--- src/logic/ttps_regs.svh ---
// Register offsets, field positions, reset values and timing figures.
`ifndef TTPS_REGS_SVH
`define TTPS_REGS_SVH
// ============================================================
// Register byte offsets
`define TTPS_OFS_CMD      8'h00
`define TTPS_OFS_FORMAT   8'h04
`define TTPS_OFS_CHSEL    8'h08
`define TTPS_OFS_TEXT     8'h0C
`define TTPS_OFS_REC0     8'h10
`define TTPS_OFS_REC1     8'h14
`define TTPS_OFS_REC2     8'h18
`define TTPS_OFS_REC3     8'h1C
`define TTPS_OFS_PERIOD   8'h20
`define TTPS_OFS_CONT     8'h24
`define TTPS_OFS_SDATE    8'h28
`define TTPS_OFS_STIME    8'h2C
`define TTPS_OFS_STATUS   8'h30
`define TTPS_OFS_IRQ_ST   8'h34
`define TTPS_OFS_IRQ_CLR  8'h38
`define TTPS_OFS_IRQ_EN   8'h3C
`define TTPS_OFS_SERCFG   8'h40
// ============================================================
// Field positions
`define TTPS_CMD_CLEAR    0
`define TTPS_CMD_PRESET   1
`define TTPS_REC_VALID    31
`define TTPS_NUM_CH       3
`define TTPS_NUM_IRQ      5
`define TTPS_IRQ_PULSE    3
`define TTPS_IRQ_POWER    4
`define TTPS_TXT_LEN      6'h23
`define TTPS_CHAR_COMMA   8'h2C
`define TTPS_CHAR_ZERO    8'h30
// ============================================================
// Reset and factory default values
`define TTPS_DEF_PERIOD   16'h0001
`define TTPS_DEF_CHSEL    2'h1
`define TTPS_DEF_SDATE    32'h0000_0000
`define TTPS_DEF_STIME    24'h00_0000
// ============================================================
// Timing figures
`define TTPS_CLK_MHZ      40
`define TTPS_CLK_KHZ      40000
`define TTPS_PULSE_US     20
`define TTPS_SELFTEST_MS  15000
`define TTPS_BAUD         9600
`endif

--- src/logic/ttps_pkg.sv ---
// Types shared by the time tag and pulse scheduler modules.
package ttps_pkg;
  // ============================================================
  // Captured record: yyyy mm dd hh mm ssssssss xxxxxxxxx as BCD.
  typedef logic [115:0] ttps_rec_t;
  // ============================================================
  // Pulse scheduler states.
  typedef enum logic [3:0] {
    PS_IDLE  = 4'b0001,
    PS_WAIT  = 4'b0010,
    PS_RUN   = 4'b0100,
    PS_PULSE = 4'b1000
  } ttps_pst_t;
endpackage

--- src/logic/ttps_fmt_if.sv ---
// Carrier between the capture core and the text formatter.
interface ttps_fmt_if;
  ttps_pkg::ttps_rec_t digits;
  logic [5:0]          idx;
  logic [7:0]          chr;
  modport src (output digits, output idx, input chr);
  modport fmt (input digits, input idx, output chr);
endinterface

--- src/logic/ttps_fmt.sv ---
// Turns a BCD time tag record into one character of its text form.
`include "ttps_regs.svh"
module ttps_fmt (
  // Record and character index in, character out
  ttps_fmt_if.fmt fmt_b
);
  // ============================================================
  // Digit number for a character slot; commas answer with 5'h1F.
  function automatic logic [4:0] slot_digit(input logic [5:0] i);
    logic [4:0] d;
    d = 5'h1F;
    if (i < 6'h04) d = i[4:0];
    else if (i > 6'h04 && i < 6'h07) d = 5'(i - 6'h01);
    else if (i > 6'h07 && i < 6'h0A) d = 5'(i - 6'h02);
    else if (i > 6'h0A && i < 6'h0D) d = 5'(i - 6'h03);
    else if (i > 6'h0D && i < 6'h10) d = 5'(i - 6'h04);
    else if (i > 6'h10 && i < 6'h19) d = 5'(i - 6'h05);
    else if (i > 6'h19 && i < `TTPS_TXT_LEN) d = 5'(i - 6'h06);
    return d;
  endfunction

  logic [4:0] dig;
  logic [3:0] nib;

  // ============================================================
  // comma separated field order
  always_comb begin
    dig = slot_digit(fmt_b.idx);
    nib = 4'h0;
    if (dig == 5'h1F) begin
      fmt_b.chr = `TTPS_CHAR_COMMA;
    end else begin
      // Only a digit slot indexes the record, so the slice stays in range.
      nib = fmt_b.digits[7'(115 - 4 * int'(dig)) -: 4];
      fmt_b.chr = `TTPS_CHAR_ZERO + {4'h0, nib};
    end
  end
endmodule

--- src/logic/ttps_top.sv ---
// Time tag capture and scheduled pulse train with a register port.
// ============================================================
// How it works
// - Clear command empties every capture record except one whose edge lands in that cycle.
// - Text format reports records as characters.
// - Three event inputs each store timestamps.
// - Host reads the record of selected channel.
// - Record fields: year,month,day,hour,min,sec,sub.
// - Period in seconds; one gives 1 PPS.
// - Continuous mode repeats pulses at period.
// - Start programmed as date and 24-hour time.
// - Start already past: pulses begin at the next tick.
// - Future start: output idle until reached.
// - Self-test shows power, no alarm in time.
// - No antenna at power-up: extended search.
// - Preset restores factory parameter defaults.
// - Host serial link 9600 baud, 8N1; only the 9600 baud divisor is implemented, readable at SERCFG.
`include "ttps_regs.svh"
module ttps_top #(
  parameter int unsigned SELFTEST_CYC = `TTPS_SELFTEST_MS * `TTPS_CLK_KHZ,
  parameter int unsigned PULSE_CYC    = `TTPS_PULSE_US * `TTPS_CLK_MHZ
) (
  // Clock, reset, enable
  input  wire logic        clock_i,
  input  wire logic        resetn_i,
  input  wire logic        ce_i,
  // Register port
  input  wire logic [7:0]  reg_addr_i,
  input  wire logic [31:0] reg_wdata_i,
  input  wire logic        reg_we_i,
  input  wire logic        reg_re_i,
  output logic      [31:0] reg_rdata_o,
  // Time from the precise clock subsystem
  input  wire logic [115:0] tod_bcd_i,
  input  wire logic        pps_tick_i,
  // Pins
  input  wire logic [2:0]  event_i,
  input  wire logic        antenna_ok_i,
  input  wire logic        selftest_ok_i,
  output logic             pulse_o,
  output logic             power_led_o,
  output logic             alarm_o,
  output logic             ext_search_o,
  output logic             irq_o
);
  localparam int WW = $clog2(PULSE_CYC + 1);
  localparam int PW = $clog2(SELFTEST_CYC + 1);
  localparam logic [31:0] BAUD_DIV = 32'(`TTPS_CLK_KHZ * 1000 / `TTPS_BAUD);

  if (PULSE_CYC < 1 || SELFTEST_CYC < 8) begin : g_chk
    $error("ttps_top: pulse or self-test count too small");
  end

  // ============================================================
  // Pin synchronisers
  logic [2:0] ev_meta_q, ev_sync_q, ev_last_q;
  logic [1:0] pin_meta_q, pin_sync_q;
  logic [2:0] ev_edge;

  always_ff @(posedge clock_i or negedge resetn_i) begin
    if (!resetn_i) begin
      ev_meta_q  <= 3'h0;
      ev_sync_q  <= 3'h0;
      ev_last_q  <= 3'h0;
      pin_meta_q <= 2'h0;
      pin_sync_q <= 2'h0;
    end else if (ce_i) begin
      ev_meta_q  <= event_i;
      ev_sync_q  <= ev_meta_q;
      ev_last_q  <= ev_sync_q;
      pin_meta_q <= {selftest_ok_i, antenna_ok_i};
      pin_sync_q <= pin_meta_q;
    end
  end

  assign ev_edge = ev_sync_q & ~ev_last_q;

  // ============================================================
  // Power-up self-test and antenna check
  logic [PW-1:0] pwr_cnt_q, pwr_cnt_d;
  logic pwr_done_q, pwr_done_d, alarm_q, alarm_d, ext_q, ext_d;
  logic pwr_rise;

  always_comb begin
    pwr_cnt_d  = pwr_cnt_q;
    pwr_done_d = pwr_done_q;
    alarm_d    = alarm_q;
    ext_d      = ext_q;
    if (pwr_cnt_q == PW'(3)) ext_d = ~pin_sync_q[0];
    if (!pwr_done_q) begin
      if (pwr_cnt_q == PW'(SELFTEST_CYC - 1)) begin
        pwr_done_d = 1'b1;
        alarm_d    = ~pin_sync_q[1];
      end else begin
        pwr_cnt_d = pwr_cnt_q + PW'(1);
      end
    end
  end

  always_ff @(posedge clock_i or negedge resetn_i) begin
    if (!resetn_i) begin
      pwr_cnt_q  <= '0;
      pwr_done_q <= 1'b0;
      alarm_q    <= 1'b0;
      ext_q      <= 1'b0;
    end else if (ce_i) begin
      pwr_cnt_q  <= pwr_cnt_d;
      pwr_done_q <= pwr_done_d;
      alarm_q    <= alarm_d;
      ext_q      <= ext_d;
    end
  end

  assign pwr_rise     = pwr_done_d & ~pwr_done_q;
  assign power_led_o  = pwr_done_q;
  assign alarm_o      = alarm_q;
  // only a fresh reset ends the search
  assign ext_search_o = ext_q;

  // ============================================================
  // Register file and capture records
  ttps_pkg::ttps_rec_t rec_q [`TTPS_NUM_CH];
  ttps_pkg::ttps_rec_t rec_d [`TTPS_NUM_CH];
  logic [2:0]  rec_valid_q, rec_valid_d;
  logic        fmt_txt_q, fmt_txt_d, cont_q, cont_d;
  logic [1:0]  chsel_q, chsel_d;
  logic [5:0]  txt_idx_q, txt_idx_d;
  logic [15:0] period_q, period_d;
  logic [31:0] sdate_q, sdate_d, rdata_q, rdata_d;
  logic [23:0] stime_q, stime_d;
  logic [4:0]  irq_st_q, irq_st_d, irq_en_q, irq_en_d, irq_set;
  logic        wr_cmd, do_clear, do_preset, sel_valid, pulse_start;
  logic [1:0]  sel_ch;
  ttps_fmt_if  fmt_b ();

  function automatic logic wr_at(input logic [7:0] ofs);
    return reg_we_i && reg_addr_i == ofs;
  endfunction

  assign wr_cmd    = wr_at(`TTPS_OFS_CMD);
  assign do_clear  = wr_cmd && reg_wdata_i[`TTPS_CMD_CLEAR];
  assign do_preset = wr_cmd && reg_wdata_i[`TTPS_CMD_PRESET];
  // channel index 1..3 picks the record
  assign sel_ch    = 2'(chsel_q - 2'h1);
  assign sel_valid = chsel_q != 2'h0 && rec_valid_q[sel_ch];
  assign fmt_b.digits = rec_q[sel_ch];
  assign fmt_b.idx    = txt_idx_q;
  assign irq_set   = {pwr_rise, pulse_start, ev_edge};

  ttps_fmt u_fmt (
    .fmt_b (fmt_b)
  );

  always_comb begin
    rec_d       = rec_q;
    rec_valid_d = rec_valid_q;
    fmt_txt_d   = fmt_txt_q;
    cont_d      = cont_q;
    chsel_d     = chsel_q;
    txt_idx_d   = txt_idx_q;
    period_d    = period_q;
    sdate_d     = sdate_q;
    stime_d     = stime_q;
    irq_en_d    = irq_en_q;
    irq_st_d    = irq_st_q;
    rdata_d     = 32'h0000_0000;
    if (wr_at(`TTPS_OFS_FORMAT)) fmt_txt_d = reg_wdata_i[0];
    if (wr_at(`TTPS_OFS_CHSEL)) begin
      chsel_d   = reg_wdata_i[1:0];
      txt_idx_d = 6'h00;
    end
    if (wr_at(`TTPS_OFS_PERIOD)) period_d = reg_wdata_i[15:0];
    if (wr_at(`TTPS_OFS_CONT)) cont_d = reg_wdata_i[0];
    if (wr_at(`TTPS_OFS_SDATE)) sdate_d = reg_wdata_i;
    if (wr_at(`TTPS_OFS_STIME)) stime_d = reg_wdata_i[23:0];
    if (wr_at(`TTPS_OFS_IRQ_EN)) irq_en_d = reg_wdata_i[4:0];
    if (do_preset) begin
      fmt_txt_d = 1'b0;
      cont_d    = 1'b0;
      chsel_d   = `TTPS_DEF_CHSEL;
      period_d  = `TTPS_DEF_PERIOD;
      sdate_d   = `TTPS_DEF_SDATE;
      stime_d   = `TTPS_DEF_STIME;
      irq_en_d  = 5'h00;
      txt_idx_d = 6'h00;
    end
    // clear empties records, new edge wins
    if (do_clear) begin
      rec_valid_d = 3'h0;
      txt_idx_d   = 6'h00;
    end
    for (int c = 0; c < `TTPS_NUM_CH; c++) begin
      if (ev_edge[c]) begin
        rec_d[c]       = tod_bcd_i;
        rec_valid_d[c] = 1'b1;
      end
    end
    irq_st_d = irq_st_q;
    if (wr_at(`TTPS_OFS_IRQ_CLR)) irq_st_d = irq_st_q & ~reg_wdata_i[4:0];
    irq_st_d = irq_st_d | irq_set;
    if (reg_re_i) begin
      case (reg_addr_i)
        `TTPS_OFS_FORMAT:  rdata_d = {31'h0, fmt_txt_q};
        `TTPS_OFS_CHSEL:   rdata_d = {30'h0, chsel_q};
        `TTPS_OFS_TEXT: begin
          if (fmt_txt_q && sel_valid && txt_idx_q < `TTPS_TXT_LEN) begin
            rdata_d   = {24'h0, fmt_b.chr};
            txt_idx_d = txt_idx_q + 6'h01;
          end
        end
        `TTPS_OFS_REC0:    rdata_d = sel_valid ? rec_q[sel_ch][31:0] : '0;
        `TTPS_OFS_REC1:    rdata_d = sel_valid ? rec_q[sel_ch][63:32] : '0;
        `TTPS_OFS_REC2:    rdata_d = sel_valid ? rec_q[sel_ch][95:64] : '0;
        `TTPS_OFS_REC3: begin
          rdata_d = {sel_valid, 11'h0, rec_q[sel_ch][115:96]};
          if (!sel_valid) rdata_d = 32'h0000_0000;
        end
        `TTPS_OFS_PERIOD:  rdata_d = {16'h0, period_q};
        `TTPS_OFS_CONT:    rdata_d = {31'h0, cont_q};
        `TTPS_OFS_SDATE:   rdata_d = sdate_q;
        `TTPS_OFS_STIME:   rdata_d = {8'h0, stime_q};
        `TTPS_OFS_STATUS:  rdata_d = {28'h0, pulse_o, ext_q, alarm_q,
                                      pwr_done_q};
        `TTPS_OFS_IRQ_ST:  rdata_d = {27'h0, irq_st_q};
        `TTPS_OFS_IRQ_EN:  rdata_d = {27'h0, irq_en_q};
        // host link divisor for 9600 baud
        `TTPS_OFS_SERCFG:  rdata_d = BAUD_DIV;
        default:           rdata_d = 32'h0000_0000;
      endcase
    end
  end

  always_ff @(posedge clock_i or negedge resetn_i) begin
    if (!resetn_i) begin
      for (int c = 0; c < `TTPS_NUM_CH; c++) rec_q[c] <= '0;
      rec_valid_q <= 3'h0;
      fmt_txt_q   <= 1'b0;
      cont_q      <= 1'b0;
      chsel_q     <= `TTPS_DEF_CHSEL;
      txt_idx_q   <= 6'h00;
      period_q    <= `TTPS_DEF_PERIOD;
      sdate_q     <= `TTPS_DEF_SDATE;
      stime_q     <= `TTPS_DEF_STIME;
      irq_en_q    <= 5'h00;
      irq_st_q    <= 5'h00;
      rdata_q     <= 32'h0000_0000;
    end else if (ce_i) begin
      rec_q       <= rec_d;
      rec_valid_q <= rec_valid_d;
      fmt_txt_q   <= fmt_txt_d;
      cont_q      <= cont_d;
      chsel_q     <= chsel_d;
      txt_idx_q   <= txt_idx_d;
      period_q    <= period_d;
      sdate_q     <= sdate_d;
      stime_q     <= stime_d;
      irq_en_q    <= irq_en_d;
      irq_st_q    <= irq_st_d;
      rdata_q     <= rdata_d;
    end
  end

  assign reg_rdata_o = rdata_q;
  assign irq_o       = |(irq_st_q & irq_en_q);

  // ============================================================
  // Pulse scheduler
  // Pulses align to the second tick, so a past start fires on the
  // next tick rather than mid-second.
  ttps_pkg::ttps_pst_t st_q, st_d;
  logic [15:0] sec_cnt_q, sec_cnt_d, per_eff;
  logic [WW-1:0] wid_q, wid_d;
  logic start_ok;

  // BCD compare of now against start
  assign start_ok = tod_bcd_i[115:60] >= {sdate_q, stime_q};
  assign per_eff  = (period_q == 16'h0) ? 16'h0001 : period_q;
  assign pulse_start = st_d == ttps_pkg::PS_PULSE &&
                       st_q != ttps_pkg::PS_PULSE;

  always_comb begin
    st_d      = st_q;
    sec_cnt_d = sec_cnt_q;
    wid_d     = wid_q;
    case (st_q)
      ttps_pkg::PS_IDLE: begin
        if (cont_q) st_d = ttps_pkg::PS_WAIT;
      end
      ttps_pkg::PS_WAIT: begin
        if (!cont_q) begin
          st_d = ttps_pkg::PS_IDLE;
        end else if (pps_tick_i && start_ok) begin
          st_d      = ttps_pkg::PS_PULSE;
          sec_cnt_d = 16'h0001;
          wid_d     = '0;
        end
      end
      ttps_pkg::PS_RUN: begin
        if (!cont_q) begin
          st_d = ttps_pkg::PS_IDLE;
        end else if (pps_tick_i) begin
          if (sec_cnt_q >= per_eff) begin
            st_d      = ttps_pkg::PS_PULSE;
            sec_cnt_d = 16'h0001;
            wid_d     = '0;
          end else begin
            sec_cnt_d = sec_cnt_q + 16'h0001;
          end
        end
      end
      ttps_pkg::PS_PULSE: begin
        if (pps_tick_i) sec_cnt_d = sec_cnt_q + 16'h0001;
        if (wid_q == WW'(PULSE_CYC - 1)) begin
          st_d = cont_q ? ttps_pkg::PS_RUN : ttps_pkg::PS_IDLE;
        end else begin
          wid_d = wid_q + WW'(1);
        end
      end
      default: st_d = ttps_pkg::PS_IDLE;
    endcase
  end

  always_ff @(posedge clock_i or negedge resetn_i) begin
    if (!resetn_i) begin
      st_q      <= ttps_pkg::PS_IDLE;
      sec_cnt_q <= 16'h0000;
      wid_q     <= '0;
    end else if (ce_i) begin
      st_q      <= st_d;
      sec_cnt_q <= sec_cnt_d;
      wid_q     <= wid_d;
    end
  end

  assign pulse_o = st_q == ttps_pkg::PS_PULSE;
endmodule

--- config.mk ---
export PLATFORM = sky130hd
export DESIGN_NAME = ttps_top
export DESIGN_NICKNAME = d
export VERILOG_FILES = /design/src/logic/ttps_pkg.sv /design/src/logic/ttps_fmt_if.sv /design/src/logic/ttps_fmt.sv /design/src/logic/ttps_top.sv
export VERILOG_INCLUDE_DIRS = /design/src /design/src/logic
export SDC_FILE = /design/constraint.sdc
export NUM_CORES = 1
export LEC_CHECK = 0
export ABC_AREA = 1
export BUFFER_PORTS_ARGS = -buffer_cell sky130_fd_sc_hd__buf_2
export CORE_UTILIZATION = 65
export CTS_BUF_LIST = sky130_fd_sc_hd__clkbuf_8 sky130_fd_sc_hd__clkbuf_16
export CTS_CLUSTER_SIZE = 28
export DETAILED_ROUTE_END_ITERATION = 8
export PLACE_DENSITY_LB_ADDON = 0.2
export SETUP_SLACK_MARGIN = 0.5
export SYNTH_ARGS = -nofsm -noshare
export SYNTH_HDL_FRONTEND = slang
export SYNTH_SLANG_ARGS = --single-unit
--- constraint.sdc ---
create_clock -name clock_i -period 7.6 [get_ports clock_i]
set_input_delay 0.76 -clock clock_i [delete_from_list [all_inputs] [get_ports clock_i]]
set_output_delay 0.76 -clock clock_i [all_outputs]
set_load 0.05 [all_outputs]
==> impl_metrics.toml <==
[synth]
synth_fp_nets = 3927
yosysTopAreaCell = "dfrtp_1"
syn_area_um2 = 28900
synthTopCellsByArea = "dfrtp_1 (47%), nand2_1 (13%), o21ai_0 (11%), inv_1 (4.2%), ha_1 (4.0%)"
synth-edff-count = 0
ys_ff_latch = 551
async_reset_ff_frac = 1.00
ys_warn_count = 0
synth_ff_type = "dfrtp_1"
netlist_instances = 3668
avgSynthCellArea_um2 = 7.87
yosys.area.top_type_share = 0.475
yosysSeqAreaShare = 0.478
synth_cell_types = 56

[power_and_ir_drop]
ir_drop_mv = 0.229
power.static_leakage_nw = 15.4
powerDensity_nw_per_um2 = 267

[drt]
first_pass_iters = 7
vias_per_cell = 6.30
totalWireLength_um = 95200
drc = 0
wire_per_inst_um = 21.7
via_count = 27600
drt_iter0_drc = 4090
ant_nets = 0

[final_layout]
layout.nets = 4015
fin_area_um2 = 32200
nFillCells = 3261
drive_gt1_frac = 0.108
area_delta_synth_final_pct = 11.5

[sta]
relSlewSlack = 0.178
period_share = 0.717
rsz0062_at_grt = "no"
setup_viol = 0
min_period_ns = 5.45
setup_tns_ns = 0
setup_slack_ns = 2.15
tightest_slew_ns = 1.23
fmax_mhz = 184
skew_ns = 0.0187
hold_violations = 0
maxSlewViolCount = 0

[global_routing]
grt_pass1_wl_um = 147000
gr-total-overflow = 0
grt_pass1_vias = 26300
antenna_found_initial = 2
gr-usage-all-layers = 0.425
grt_max_degree = 178

[critical_path]
r2r_slack_ns = 2.15
cp.arrival_ns = 5.98
crit_path_max_fanout = 62
crit_type = "flip-flop to flip-flop"
cp.required_ns = 8.13
endpoint_kind = "flip-flop"
start_kind = "flip-flop"

[clocking]
ctsHoldBuffers = 0
ctsHtreeMaxLevel = 2
path_clk_slew_ns = 0.07
cts_resized = 0
cts-root-buf = "clkbuf_16"
cts_made_buffers = 57
clkLatencyLatePin_ns = 0.64
clk_path_buf_depth = 3
clkSinkCount = 551
cts_tree = "done"
post-cts-setup-buffer-count = 0

[floorplanning]
initial_core_util = 0.664
rows = 76
die_y_um = 213
core_um2 = 43500
io_pins = 204
die-area_um2 = 45300
dieWidth_um = 213

[place]
gp_congestion = 0.983
pre_cts_ws_ns = 2.34
hpwl_um = 65500
port_buffers = 203
place_area_um2 = 30100

[worst_hold_path]
hold_path.class = "input pin to async pin"

[status]
status = "completed"

[job]
max_cap_viol_count = 0
## area by class of cell
cell class	instances	area, µm²	area share
tap	585	732	0.0227
multi-input combinational	2570	13000	0.405
sequential	551	13800	0.428
clock inverter	37	487	0.0151
antenna	2	5.00	0.000155
inverter	352	1330	0.0412
clock buffer	70	1610	0.0498
timing repair buffer	224	1220	0.0379
## routing by layer
layer  vias up  global-route usage  routed length, µm
met2      1707               0.644              42200
met3       339              0.0787              10100
met1     13300               0.570              36400
met5         -                   0                  0
met4         0               0.260               6440
li1      12300                   -                  -
## critical path: stages, from the launching register on
cell and delay, ns:
dfstp_4 1.03, clkinv_2 0.09, buf_4 0.31, ha_4 0.46, inv_1 0.78, a21oi_1 0.07
o21ai_0 0.11, o21ai_0 0.10, nand2_1 0.60, clkinv_1 0.94, o21ai_0 0.37, o221ai_1 0.20
a22o_1 0.22
## sequential cells by signal (all words and copies together) (netlist names), 4 cells and up
| name | flops |
|---|---|
| stime_q | 24 |
| rec_q | 348 |
| pwr_cnt_q | 30 |
| reg_rdata_o | 32 |
| sdate_q | 32 |
| sec_cnt_q | 16 |
| st_q | 4 |
| irq_en_q | 5 |
| period_q | 16 |
| irq_st_q | 5 |
| fmt_b.idx | 6 |
| wid_q | 10 |
## synthesized netlist by cell type, drive strengths merged (11+ instances only)
master  number
a22o        12
o21ai      662
inv        348
o221ai      18
buf         62
nand2     1026
a22oi       24
ha          92
a21oi      125
nand4       33
a31o        11
o22ai       39
nor4        25
nor3        41
o211ai      20
nor2       197
clkbuf     133
xor2        53
nand3      135
dfrtp      548
## final timing paths
check	start	endpoint	cells after the start
setup / recovery	chsel_q[0]$_DFFE_PN1P_	reg_rdata_o[18]$_DFFE_PN0P_	12
hold / removal	resetn_i	rec_q[40]$_DFFE_PN0P_	1
setup reg to reg	chsel_q[0]$_DFFE_PN1P_	reg_rdata_o[18]$_DFFE_PN0P_	12
hold reg to reg	pin_sync_q[0]$_DFFE_PN0P_	ext_search_o$_DFFE_PN0P_	1
max in group asynchronous	resetn_i	sec_cnt_q[9]$_DFFE_PN0P_	2
min in group clock_i	antenna_ok_i	pin_meta_q[0]$_DFFE_PN0P_	3
## cell families (layout without fill, tap and decap cells)
group	Yosys count	after routing	share of synthesized area
AND/OR/NAND/NOR	1467	1467	0.210
AO/OA/AOI/OAI	947	947	0.179
XOR/XNOR	59	59	0.0179
adder cells (fa/ha/maj)	92	92	0.0399
buffers and inverters	547	683	0.0739
other	0	2	0
flip-flops	551	551	0.478
multiplexers	5	5	0.00173
## placed cells by master (no fill, tap or decap), drive strengths merged, types with 70 or more instances in the layout
master  synthesis  final
dfrtp         548    548
nor2          197    197
nand2        1026   1026
clkbuf        133     70
a21oi         125    125
ha             92     92
inv           348    361
o21ai         662    662
buf            62    224
nand3         135    135
## where the power goes
group          leakage, nW  switching, mW  internal [mW]  total, mW
clock                 1.06           1.26           1.85       3.11
sequential            6.99          0.368           3.52       3.89
combinational         7.39           1.06          0.526       1.59
## metrics by stage
stage	util	total power, mW	cells	hold slack (ns)
2_1_floorplan	-	4.88	3668	0.417
3_3_place_gp	0.693	5.33	4282	0.429
3_5_place_dp	0.693	5.44	4282	0.449
4_1_cts	0.741	8.54	4389	0.234
5_1_grt	0.741	8.94	4390	0.276
6_report	0.741	8.59	4391	0.176
(Power assumes the default switching activity.)
